===== config.mk =====
export PLATFORM = sky130hd
export DESIGN_NAME = sleep_sync_manager
export DESIGN_NICKNAME = d
export VERILOG_FILES = /design/src/pkg/sleep_sync_pkg.sv /design/src/design/sleep_sync_manager.sv
export VERILOG_INCLUDE_DIRS = /design/src /design/src/pkg
export SDC_FILE = /design/constraint.sdc
export NUM_CORES = 1
export LEC_CHECK = 0
export BUFFER_PORTS_ARGS = -buffer_cell sky130_fd_sc_hd__buf_2
export CELL_PAD_IN_SITES_DETAIL_PLACEMENT = 2
export CELL_PAD_IN_SITES_GLOBAL_PLACEMENT = 2
export CORE_MARGIN = 2
export CORE_UTILIZATION = 40
export DETAILED_ROUTE_END_ITERATION = 12
export HOLD_SLACK_MARGIN = 0.05
export PLACE_DENSITY_LB_ADDON = 0.1
export SLEW_MARGIN = 20
export SYNTH_ARGS = -nofsm -noshare
export SYNTH_HDL_FRONTEND = slang
export SYNTH_SLANG_ARGS = --single-unit

===== constraint.sdc =====
create_clock -name sys_clk -period 18.1 [get_ports sys_clk]
set_clock_uncertainty 0.2 [all_clocks]
set_input_delay 1.81 -clock sys_clk [delete_from_list [all_inputs] [get_ports sys_clk]]
set_output_delay 1.81 -clock sys_clk [all_outputs]
set_load 0.01 [all_outputs]

===== src/pkg/sleep_sync_defines.svh =====
// Constants for the sleep synchronisation manager
`ifndef SLEEP_SYNC_DEFINES_SVH
`define SLEEP_SYNC_DEFINES_SVH
`define CLK_FREQ_HZ          250000000
`define BUTTON_HOLD_MS       2000
`define BUTTON_HOLD_CYCLES   ((`CLK_FREQ_HZ / 1000) * `BUTTON_HOLD_MS)
`define BUTTON_WAKE_MS       30000
// The 30 s window overflows 32 bits at this clock, so it is reckoned in 64
`define BUTTON_WAKE_CYCLES   (64'(`CLK_FREQ_HZ / 1000) * `BUTTON_WAKE_MS)
`define TICK_US              1000
`define TICK_CYCLES          ((`CLK_FREQ_HZ / 1000000) * `TICK_US)
`define MODE_SUPPORT         4'h7
`define MODE_CYCLIC          4'h8
`define REG_SLEEP_SET        4'h0
`define REG_WAKE_SET         4'h1
`define REG_MODE             4'h2
`define REG_OPTIONS          4'h3
`define REG_OP_SLEEP         4'h4
`define REG_OP_WAKE          4'h5
`define REG_STATUS           4'h6
`define REG_MISSED           4'h7
`define OPT_NON_COORD        0
`define OPT_EARLY_WAKE       1
`define OPT_STATUS_MSG       2
`define OPT_RESET            32'h0000_0002
`define SLEEP_RESET          32'h0000_0064
`define WAKE_RESET           32'h0000_000A
`define EARLY_STEP_TICKS     32'h0000_0001
`endif


===== src/pkg/sleep_sync_pkg.sv =====
// Types for the sleep synchronisation manager
package sleep_sync_pkg;
  typedef struct packed {
    logic [31:0] sleep_ticks;
    logic [31:0] wake_ticks;
    logic [15:0] generation;
  } sync_msg_type;
  typedef enum logic [1:0] {UNSYNCED, AWAKE, ASLEEP} node_state_type;
endpackage


===== src/design/sleep_sync_manager.sv =====
// Sleep synchronisation manager for one mesh node
// ----------------------------------------------------------------
// ----------------------------------------------------------------
//
// Chosen here: the plain strobed port and the placing of the registers.
`include "sleep_sync_defines.svh"
`timescale 1ns/100ps
`default_nettype none
module sleep_sync_manager
  import sleep_sync_pkg::*;
#(
  parameter int unsigned HOLD_CYCLES = `BUTTON_HOLD_CYCLES,
  parameter longint unsigned WAKE_CYCLES = `BUTTON_WAKE_CYCLES,
  parameter int unsigned TICK_CYCLES = `TICK_CYCLES
)
(
  input  wire logic         sys_clk,
  input  wire logic         rst_n,
  input  wire logic [3:0]   reg_addr,
  input  wire logic [31:0]  reg_wdata,
  input  wire logic         reg_wr,
  input  wire logic         reg_rd,
  output logic [31:0]       reg_rdata,
  input  wire logic         button_n,
  input  wire logic         framed_host_mode,
  input  wire logic         sync_rx_valid,
  input  wire sync_msg_type sync_rx,
  input  wire logic         sync_req_rx,
  output logic              sync_tx_valid,
  output sync_msg_type      sync_tx,
  output logic              sync_req_tx,
  output logic              radio_awake,
  output logic              status_frame
);

  // ----------------------------------------------------------------
  // Registers and pin synchronisers
  // ----------------------------------------------------------------
  logic [31:0]    sleep_set_q;
  logic [31:0]    wake_set_q;
  logic [3:0]     mode_q;
  logic [31:0]    opt_q;
  logic [31:0]    op_sleep_q;
  logic [31:0]    op_wake_q;
  logic [15:0]    gen_q;
  logic           coord_q;
  logic           pend_q;
  logic [31:0]    missed_q;
  node_state_type state_q;
  logic [31:0]    phase_q;
  logic [31:0]    tick_div_q;
  logic [31:0]    hold_q;
  logic [32:0]    bwake_q;
  logic           new_sent_q;
  logic [1:0]     btn_sync_q;
  logic           tick;
  logic           compat;
  logic           support;
  logic           settings_write;
  logic [31:0]    early;
  logic [31:0]    eff_wake;
  logic [31:0]    eff_sleep;
  logic           rx_newer;
  logic           rx_older;
  logic           rx_take;
  logic           cycle_end;
  logic           wake_start;
  logic           go_sleep;
  logic           btn_wake;

  always_ff @(posedge sys_clk or negedge rst_n)
  begin
    if (!rst_n)
      btn_sync_q <= 2'b00;
    else
      btn_sync_q <= {btn_sync_q[0], ~button_n};
  end

  assign compat         = (mode_q == `MODE_SUPPORT) || (mode_q == `MODE_CYCLIC);
  assign support        = mode_q == `MODE_SUPPORT;
  assign settings_write = reg_wr && ((reg_addr == `REG_SLEEP_SET) || (reg_addr == `REG_WAKE_SET));

  always_ff @(posedge sys_clk or negedge rst_n)
  begin
    if (!rst_n)
    begin
      sleep_set_q <= `SLEEP_RESET;
      wake_set_q  <= `WAKE_RESET;
      mode_q      <= 4'h0;
      opt_q       <= `OPT_RESET;
    end
    else if (reg_wr)
    begin
      case (reg_addr)
        `REG_SLEEP_SET: sleep_set_q <= reg_wdata;
        `REG_WAKE_SET:  wake_set_q  <= reg_wdata;
        `REG_MODE:      mode_q      <= reg_wdata[3:0];
        `REG_OPTIONS:   opt_q       <= {29'h0000_0000, reg_wdata[2:0]};
        default:        ;
      endcase
    end
  end

  // ----------------------------------------------------------------
  // Read port
  // ----------------------------------------------------------------
  always_ff @(posedge sys_clk or negedge rst_n)
  begin
    if (!rst_n)
      reg_rdata <= 32'h0000_0000;
    else if (reg_rd)
    begin
      case (reg_addr)
        `REG_SLEEP_SET: reg_rdata <= sleep_set_q;
        `REG_WAKE_SET:  reg_rdata <= wake_set_q;
        `REG_MODE:      reg_rdata <= {28'h000_0000, mode_q};
        `REG_OPTIONS:   reg_rdata <= opt_q;
        `REG_OP_SLEEP:  reg_rdata <= op_sleep_q;
        `REG_OP_WAKE:   reg_rdata <= op_wake_q;
        `REG_STATUS:    reg_rdata <= {12'h000, gen_q, pend_q, state_q, coord_q};
        `REG_MISSED:    reg_rdata <= missed_q;
        default:        reg_rdata <= 32'h0000_0000;
      endcase
    end
    else
      reg_rdata <= 32'h0000_0000;
  end

  // ----------------------------------------------------------------
  // Tick divider, one pulse per millisecond
  // ----------------------------------------------------------------
  always_ff @(posedge sys_clk or negedge rst_n)
  begin
    if (!rst_n)
      tick_div_q <= 32'h0000_0000;
    else if (tick_div_q >= TICK_CYCLES - 1)
      tick_div_q <= 32'h0000_0000;
    else
      tick_div_q <= tick_div_q + 32'h0000_0001;
  end
  assign tick = tick_div_q >= TICK_CYCLES - 1;

  // ----------------------------------------------------------------
  // Early wake: shift part of sleep into wake per missed cycle
  // ----------------------------------------------------------------
  always_comb
  begin
    early = 32'h0000_0000;
    if (opt_q[`OPT_EARLY_WAKE] && (state_q != UNSYNCED))
      early = missed_q * `EARLY_STEP_TICKS;
    if (early >= op_sleep_q)
      early = (op_sleep_q == 32'h0000_0000) ? 32'h0000_0000 : op_sleep_q - 32'h0000_0001;
    eff_wake  = op_wake_q + early;
    eff_sleep = op_sleep_q - early;
  end

  // Newer settings carry a higher generation; wrap is not handled
  assign rx_newer = sync_rx_valid && (sync_rx.generation > gen_q);
  assign rx_older = sync_rx_valid && (sync_rx.generation < gen_q);
  assign rx_take  = sync_rx_valid && !rx_older && !(coord_q && pend_q) && (state_q != ASLEEP);

  // ----------------------------------------------------------------
  // Button hold and button wake window
  // ----------------------------------------------------------------
  always_ff @(posedge sys_clk or negedge rst_n)
  begin
    if (!rst_n)
      hold_q <= 32'h0000_0000;
    else if (!btn_sync_q[1])
      hold_q <= 32'h0000_0000;
    else if (hold_q < HOLD_CYCLES)
      hold_q <= hold_q + 32'h0000_0001;
  end
  assign btn_wake = (hold_q == HOLD_CYCLES - 1) && (state_q == ASLEEP) && (mode_q == `MODE_CYCLIC);

  always_ff @(posedge sys_clk or negedge rst_n)
  begin
    if (!rst_n)
      bwake_q <= 33'h0_0000_0000;
    else if (btn_wake)
      bwake_q <= 33'(WAKE_CYCLES);
    else if (bwake_q != 33'h0_0000_0000)
      bwake_q <= bwake_q - 33'h0_0000_0001;
  end

  // ----------------------------------------------------------------
  // Sleep/wake sequencer
  // ----------------------------------------------------------------
  assign cycle_end  = tick && (phase_q == 32'h0000_0000);
  assign wake_start = (state_q == ASLEEP) && cycle_end && (bwake_q == 33'h0_0000_0000);
  assign go_sleep   = (state_q == AWAKE) && cycle_end && !support && (bwake_q <= 33'h0_0000_0001);

  always_ff @(posedge sys_clk or negedge rst_n)
  begin
    if (!rst_n)
    begin
      state_q <= UNSYNCED;
      phase_q <= 32'h0000_0000;
    end
    else if (!compat)
    begin
      state_q <= UNSYNCED;
      phase_q <= 32'h0000_0000;
    end
    else if (rx_take)
    begin
      state_q <= AWAKE;
      phase_q <= sync_rx.wake_ticks;
    end
    else if (btn_wake)
      state_q <= AWAKE;
    else if (tick)
    begin
      case (state_q)
        UNSYNCED:
          phase_q <= (phase_q == 32'h0000_0000) ? sleep_set_q : phase_q - 32'h0000_0001;
        AWAKE:
          if (go_sleep)
          begin
            state_q <= ASLEEP;
            phase_q <= eff_sleep;
          end
          else if (phase_q != 32'h0000_0000)
            phase_q <= phase_q - 32'h0000_0001;
        ASLEEP:
          if (wake_start)
          begin
            state_q <= AWAKE;
            phase_q <= (coord_q && pend_q) ? wake_set_q : eff_wake;
          end
          else if (phase_q != 32'h0000_0000)
            phase_q <= phase_q - 32'h0000_0001;
        default:
          state_q <= UNSYNCED;
      endcase
    end
  end

  // ----------------------------------------------------------------
  // Operating settings, coordinator role, missed count
  // ----------------------------------------------------------------
  always_ff @(posedge sys_clk or negedge rst_n)
  begin
    if (!rst_n)
    begin
      op_sleep_q <= `SLEEP_RESET;
      op_wake_q  <= `WAKE_RESET;
      gen_q      <= 16'h0000;
    end
    else if (rx_take)
    begin
      op_sleep_q <= sync_rx.sleep_ticks;
      op_wake_q  <= sync_rx.wake_ticks;
      gen_q      <= sync_rx.generation;
    end
    else if (new_sent_q)
    begin
      // Take what was really sent, so a write in flight cannot skew it
      op_sleep_q <= sync_tx.sleep_ticks;
      op_wake_q  <= sync_tx.wake_ticks;
      gen_q      <= sync_tx.generation;
    end
  end

  always_ff @(posedge sys_clk or negedge rst_n)
  begin
    if (!rst_n)
    begin
      coord_q <= 1'b0;
      pend_q  <= 1'b0;
    end
    else if (opt_q[`OPT_NON_COORD])
    begin
      coord_q <= 1'b0;
      pend_q  <= 1'b0;
    end
    else if (settings_write && compat)
    begin
      coord_q <= 1'b1;
      pend_q  <= 1'b1;
    end
    else if (new_sent_q)
      pend_q <= 1'b0;
    else if (rx_newer && !pend_q)
      coord_q <= 1'b0;
  end

  always_ff @(posedge sys_clk or negedge rst_n)
  begin
    if (!rst_n)
      missed_q <= 32'h0000_0000;
    else if (rx_take)
      missed_q <= 32'h0000_0000;
    else if (wake_start && (missed_q != 32'hFFFF_FFFF))
      missed_q <= missed_q + 32'h0000_0001;
  end

  // ----------------------------------------------------------------
  // Radio transmit requests and status frames
  // ----------------------------------------------------------------
  logic tx_fire;
  logic new_gen;
  // First edge of the next wake; an always-awake node sends at its next cycle end
  assign new_gen = coord_q && pend_q && (wake_start || (support && (state_q == AWAKE) && cycle_end));
  assign tx_fire = ((state_q == AWAKE) && sync_req_rx)
                 || (support && rx_older)
                 || new_gen;

  always_ff @(posedge sys_clk or negedge rst_n)
  begin
    if (!rst_n)
    begin
      sync_tx_valid <= 1'b0;
      sync_tx       <= '0;
      sync_req_tx   <= 1'b0;
      status_frame  <= 1'b0;
      radio_awake   <= 1'b0;
      new_sent_q    <= 1'b0;
    end
    else
    begin
      sync_tx_valid <= tx_fire && compat;
      new_sent_q    <= new_gen && compat;
      if (new_gen)
        sync_tx <= '{sleep_set_q, wake_set_q, gen_q + 16'h0001};
      else
        sync_tx <= '{op_sleep_q, op_wake_q, gen_q};
      sync_req_tx  <= compat && (state_q == UNSYNCED) && tick && (phase_q == 32'h0000_0000);
      status_frame <= opt_q[`OPT_STATUS_MSG] && framed_host_mode
                      && (wake_start || btn_wake || go_sleep);
      radio_awake  <= (state_q != ASLEEP) || support;
    end
  end

endmodule
`default_nettype wire


**After elaboration in Yosys (flattened, before gate mapping)**

Index checks and enable logic that the tools add are counted.

- Register bits: 435
- Logic and storage cells: 170
- Input bits: 124
- Output and inout port bits: 116

- $lt $le $gt $ge: 6
- Mux-type cells: 43
- Add/sub/neg operators: 9
- Eq/ne operators: 23
- Reduce and logical (&&, ||, !) cells: 63
- Bitwise logic cells: 1

Operators by type and width:

| kind | number |
|---|---|
| 32-bit two-way mux | 22 |
| 32-bit case mux with 8 select lines | 1 |
| 32-bit by 1-bit adder with 32-bit output, second input constant | 3 |
| 32-bit case mux with 3 select lines | 1 |
| 80-bit two-way mux | 1 |
| 33-bit two-way mux | 2 |
| 32-bit zero test | 2 |
| 32-bit by 1-bit subtractor with 32-bit output, second input constant | 2 |
| 33-bit by 1-bit <= comparator with 1-bit output, second input constant | 1 |
| 33-bit zero test | 1 |
| 33-bit nonzero test | 1 |
| 33-bit by 1-bit subtractor with 33-bit output, second input constant | 1 |
| 32-bit adder | 1 |
| 32-bit by 29-bit == test with 1-bit output, second input constant | 1 |
| 32-bit by 18-bit >= comparator with 1-bit output, second input constant | 1 |
| 32-bit >= comparator | 1 |
| 32-bit by 29-bit less-than comparator with 1-bit output, second input constant | 1 |
| 16-bit two-way mux | 2 |
| 32-bit != test, second input constant | 1 |
| 32-bit nonzero test | 1 |
| 32-bit subtractor | 1 |
| 1-bit logical AND | 31 |
| 4-bit by 3-bit == test with 1-bit output, second input constant | 5 |
| 16-bit by 1-bit adder with 16-bit output, second input constant | 1 |
| other kinds (28) | 60 |

**Depth between registers and ports, before layout**

- Depth after elaboration: 13
- Depth in mapped cells: 32
- Gate-level depth less buffers: 28

**Worst setup path after synthesis**

OpenSTA, ideal clock, no wires.

- Path kind: reg2reg
- Start point: register state_q[0]
- End point: register phase_q[30]
- Clock period less this slack: 6.446 ns
- Cell stages (with the launch flop): 31
- Required time: 17.768 ns
- Slack: 11.654 ns
- Arrival: 6.114 ns
- Cell sequence: dfrtp_1 inv_1 ha_1 nor2b_1 clkbuf_1 clkbuf_1 nand2_1 inv_1 ha_1 a21oi_1 o21ai_0 a2111oi_0 o21ai_0 a21o_2 buf_1 buf_1 o21ai_0 ha_1 inv_1 fa_1 a21oi_1 o21ai_0 nor3b_1 o31ai_1 o21ai_0 a31oi_1 o21ai_0 a31oi_1 mux2i_1 a221oi_1 o21ai_0

- Longest elaborated chain between the ends: 13
- Elaborated cells on any way between the ends: 31
- Classes of those cells: add/sub (2); order compare (1); eq/ne (6); mux (10); reduce/logical (12)

RTL lines:

| element | RTL line | text |
|---|---|---|
| start: declaration | sleep_sync_manager.sv:49 | `node_state_type state_q;` |
| start signal: assignment | sleep_sync_manager.sv:197 | `state_q <= UNSYNCED;` |
| start signal: assignment | sleep_sync_manager.sv:202 | `state_q <= UNSYNCED;` |
| start signal: assignment | sleep_sync_manager.sv:207 | `state_q <= AWAKE;` |
| 2-bit nonzero test | sleep_sync_manager.sv:149 | `` if (opt_q[`OPT_EARLY_WAKE] && (state_q != UNSYNCED)) `` |
| 1-bit logical AND | sleep_sync_manager.sv:149 |  |
| 32-bit two-way mux | sleep_sync_manager.sv:149 |  |
| 32-bit >= comparator | sleep_sync_manager.sv:151 | `if (early >= op_sleep_q)` |
| 32-bit two-way mux | sleep_sync_manager.sv:151 |  |
| 32-bit adder | sleep_sync_manager.sv:153 | `eff_wake = op_wake_q + early;` |
| 32-bit two-way mux | sleep_sync_manager.sv:229 | `phase_q <= (coord_q && pend_q) ? wake_set_q : eff_wake;` |
| 32-bit two-way mux | sleep_sync_manager.sv:226 | `if (wake_start)` |
| 32-bit case mux with 3 select lines | sleep_sync_manager.sv:214 | `case (state_q)` |
| 32-bit two-way mux | sleep_sync_manager.sv:212 | `else if (tick)` |
| 32-bit two-way mux | sleep_sync_manager.sv:210 | `else if (btn_wake)` |
| 32-bit two-way mux | sleep_sync_manager.sv:205 | `else if (rx_take)` |
| 32-bit two-way mux | sleep_sync_manager.sv:200 | `else if (!compat)` |
| end signal: assignment | sleep_sync_manager.sv:208 | `phase_q <= sync_rx.wake_ticks;` |
| end signal: assignment | sleep_sync_manager.sv:216 | `phase_q <= (phase_q == 32'h0000_0000) ? sleep_set_q : phase_q - 32'h0000_0001;` |
| end signal: assignment | sleep_sync_manager.sv:221 | `phase_q <= eff_sleep;` |
| end: declaration | sleep_sync_manager.sv:50 | `logic [31:0] phase_q;` |

Several ways; a longest one is shown, not always the timed one. The select of a mux whose other input is x is not followed.
A chain may end at the register's enable or synchronous reset.

**Worst setup path after layout**

- Start point: register state_q[1]
- End point: register phase_q[30]

Same word-level chain as after synthesis.

==> flow_summary.ini <==
[status]
status = finished clean

[sta]
hold_slack_ns = 0.1611
final_hold_viol_count = 0
slew-limit-headroom_pct = 25.74
final.period_utilization_pct = 44.09
fin_setup_tns_ns = 0
timing.final.crit_period_ns = 7.980
setup_slack_ns = 10.12
final_max_slew_viol_count = 0
timing.final.setup_violations = 0
max_slew.worst_pin.slew_ns = 1.110
fmax_mhz = 125.3
rsz0062_at_grt = false

[worst_setup_path]
critPathKind = reg -> reg
rr_worst_depth = 28
crit_path_end_kind = flop
worst_path_max_delay_cell = sky130_fd_sc_hd__a21o_2
critPathMaxStageDelay_ns = 0.86
critPathTopFamily = compound AO/OA/AOI/OAI gates
critical_path.n_buffers_inverters = 3
critPathMaxFanout = 53
worst_setup_path_start_kind = flop
crit_top_cell = sky130_fd_sc_hd__o21ai_0
critical_path.startpoint = state_q[1]
timing.rr.end = phase_q[30]
arrival_time_of_data_at_the_critical_path_endpoint_ns = 8.28
cp.required_ns = 18.40
timing.reg2reg.setup_slack_ns = 10.12
reg2reg_from = state_q[1]

[floorplan]
core_area_mm2 = 0.06598
width_of_the_die_um = 262.7
die_y_um = 262.7
row_count = 94
ioPinCount = 240
initial_core_util_pct = 40.58
floorplan.die_area_mm2 = 0.06902

[placed_design]
post_dp_cell_area_mm2 = 0.02883
gp_congestion = 0.8987
placement.io_buffers = 239
preCtsSetupSlack_ns = 10.13
dpl.hpwl_mm = 90.51

[cts]
cts_setup_buffers = 0
cts-resized-gates = 0
cts-buffers-inserted = 51
cts-root-buf = sky130_fd_sc_hd__clkbuf_16
cts.path.max_buffers = 3
clkSinkCount = 435
worstSkewPairLatency_ns = 0.63
clock_tree_from_tritoncts = yes
ctsHtreeMaxLevel = 2
clkTransAtPathRegs_ns = 0.06
hold_buffers = 0

[final_layout]
diodes = 0
design.final.nets = 3436
drive_above_1_share_pct = 15.48
postLayoutCellArea_mm2 = 0.03056
layout_utilization_pct = 46.32
fillers = 7191
flow.area_growth_from_synthesis_pct = 14.14

[global_route]
grt_pass1_vias = 27710
grt_start_max_net_pins = 99
grt_overflow_total = 0
grt_pass1_wl_mm = 182.1
number_of_antenna_violations_at_the_first_check_in_global_routing = 1
track_usage_pct = 34.80

[min_path]
min_delay_worst_endpoint = btn_sync_q[1]
worst_hold_path_type = reg -> reg
timing.hold.worst.start = btn_sync_q[0]
hold-path-cell-count = 0

[drt]
remaining_drc_errors = 0
antenna_left = 0
drt_pre_antenna_iters = 7
routed_via_density = 6.132
wirelength_mm = 121.0
drt-initial-drc-count = 1815
post_drt_wl_per_cell_um = 29.65
dr_total_vias = 25030

[power]
max-vdd-ir-drop_v = 0.0001692
p_leak_uw = 0.01376
power_per_cell_area_mw_per_mm2 = 175.5

[logic_synthesis]
async_flop_share_pct = 100.0
ys_warn_count = 0
synth_edf_count = 0
ys_seq_area_share_pct = 40.71
synth-seq-cells = 435
synth_top_area_cell = sky130_fd_sc_hd__dfrtp_1
postSynthAreaPerCell_um2 = 8.970
ys_types = 94
synthesis.area_mm2 = 0.02677
synth_top_cell_area_share_pct = 39.63
post_synth_main_area_contributors = sky130_fd_sc_hd__dfrtp_1 40%, sky130_fd_sc_hd__ha_1 6.2%, sky130_fd_sc_hd__nand2_1 5.8%
syn_inst = 2985
ys_dominant_reg_cell = sky130_fd_sc_hd__dfrtp_1

[run]
number_of_maximum_capacitance_constraint_violations = 0
==> where the power goes <==
part / internal (uW) / switching [uW]
logic: 941 / 1630
clock network: 621 / 468
registers: 1220 / 474
==> cell usage in the layout (no fill, tap or decap), types with 68 or more instances in the layout <==
cell	n
sky130_fd_sc_hd__dfrtp_1	423
sky130_fd_sc_hd__nand2_1	413
sky130_fd_sc_hd__o21ai_0	241
sky130_fd_sc_hd__buf_2	238
sky130_fd_sc_hd__nor2_1	204
sky130_fd_sc_hd__a21oi_1	157
sky130_fd_sc_hd__ha_1	133
sky130_fd_sc_hd__xnor2_1	129
sky130_fd_sc_hd__inv_1	123
sky130_fd_sc_hd__nand3_1	112
sky130_fd_sc_hd__mux2i_1	90
sky130_fd_sc_hd__xor2_1	80
sky130_fd_sc_hd__mux2_2	76
sky130_fd_sc_hd__a22oi_1	68
==> synthesized netlist by cell type, types with 45 or more instances <==
cell,n
sky130_fd_sc_hd__xor2_1,80
sky130_fd_sc_hd__dfrtp_1,424
sky130_fd_sc_hd__mux2i_1,90
sky130_fd_sc_hd__nand3_1,114
sky130_fd_sc_hd__o21ai_0,241
sky130_fd_sc_hd__and2_1,45
sky130_fd_sc_hd__nand2_1,413
sky130_fd_sc_hd__ha_1,133
sky130_fd_sc_hd__inv_1,123
sky130_fd_sc_hd__xnor2_1,129
sky130_fd_sc_hd__nor3_1,53
sky130_fd_sc_hd__mux2_2,76
sky130_fd_sc_hd__a21oi_1,157
sky130_fd_sc_hd__nor2_1,207
sky130_fd_sc_hd__clkbuf_1,112
sky130_fd_sc_hd__a22oi_1,68
==> per-stage QoR <==
stage               total power (uW)  std cells
global placement                4083       3988
global route                    5678       4082
CTS                             5342       4082
detailed placement              4207       3988
floorplan                       3159       2998
finish                          5363       4082
==> metal layers <==
metal	part of all wire, %	track usage [%]	vias up
li1	-	-	10970
met1	40	41.54	13010
met2	51	62.19	773
met3	4.4	4.048	276
met4	5.3	16.79	0
met5	0	0	-
==> state kept, by name, indices dropped and copies added, names as in the netlist, 32 cells and up <==
register / count
bwake_q: 33
hold_q: 32
missed_q: 32
op_sleep_q: 32
op_wake_q: 32
phase_q: 32
reg_rdata: 32
sleep_set_q: 32
sync_tx: 80
tick_div_q: 32
wake_set_q: 32
==> how the worst max path moves through the flow <==
| stage | to | slack [ns] | depth (start not counted) |
|---|---|---|---|
| floorplan | phase_q[30] | 11.65 | 30 |
| global placement | phase_q[27] | 10.41 | 27 |
| detailed placement | phase_q[27] | 10.13 | 27 |
| CTS | phase_q[27] | 10.08 | 27 |
| global route | phase_q[30] | 9.40 | 28 |
| finish | phase_q[30] | 10.12 | 28 |
==> layout make-up <==
type,instances,area (um2),share of cell area (%)
multi-input cells,2289,14900,48.77
flip-flops and latches,435,10900,35.68
repair buffers,275,1476,4.831
clock buffers,70,1448,4.737
well taps,864,1081,3.538
inverters,125,469.2,1.535
clock inverters,24,279.0,0.9130
==> worst reg2reg max path: cells and delay by family (launching register included) <==
| kind | cells | cell delay (ns) |
|---|---|---|
| AO/OA/AOI/OAI | 15 | 4.52 |
| adder cells (fa/ha/maj) | 4 | 1.27 |
| buffers and inverters | 3 | 0.56 |
| flip-flops | 1 | 0.44 |
| multiplexers | 1 | 0.13 |
| AND/OR/NAND/NOR | 5 | 0.72 |
==> kinds of logic after synthesis <==
logic type               count (synthesis)  share of synthesized area [%]
flip-flops                             435                          40.71
other                                    1                        0.01401
AND/OR/NAND/NOR                       1055                          18.86
buffers and inverters                  274                          4.042
multiplexers                           166                          6.561
XOR/XNOR                               210                          6.926
adder cells (fa/ha/maj)                135                          6.365
AO/OA/AOI/OAI                          709                          16.53
Note: power is estimated with default switching activity, not from simulation.
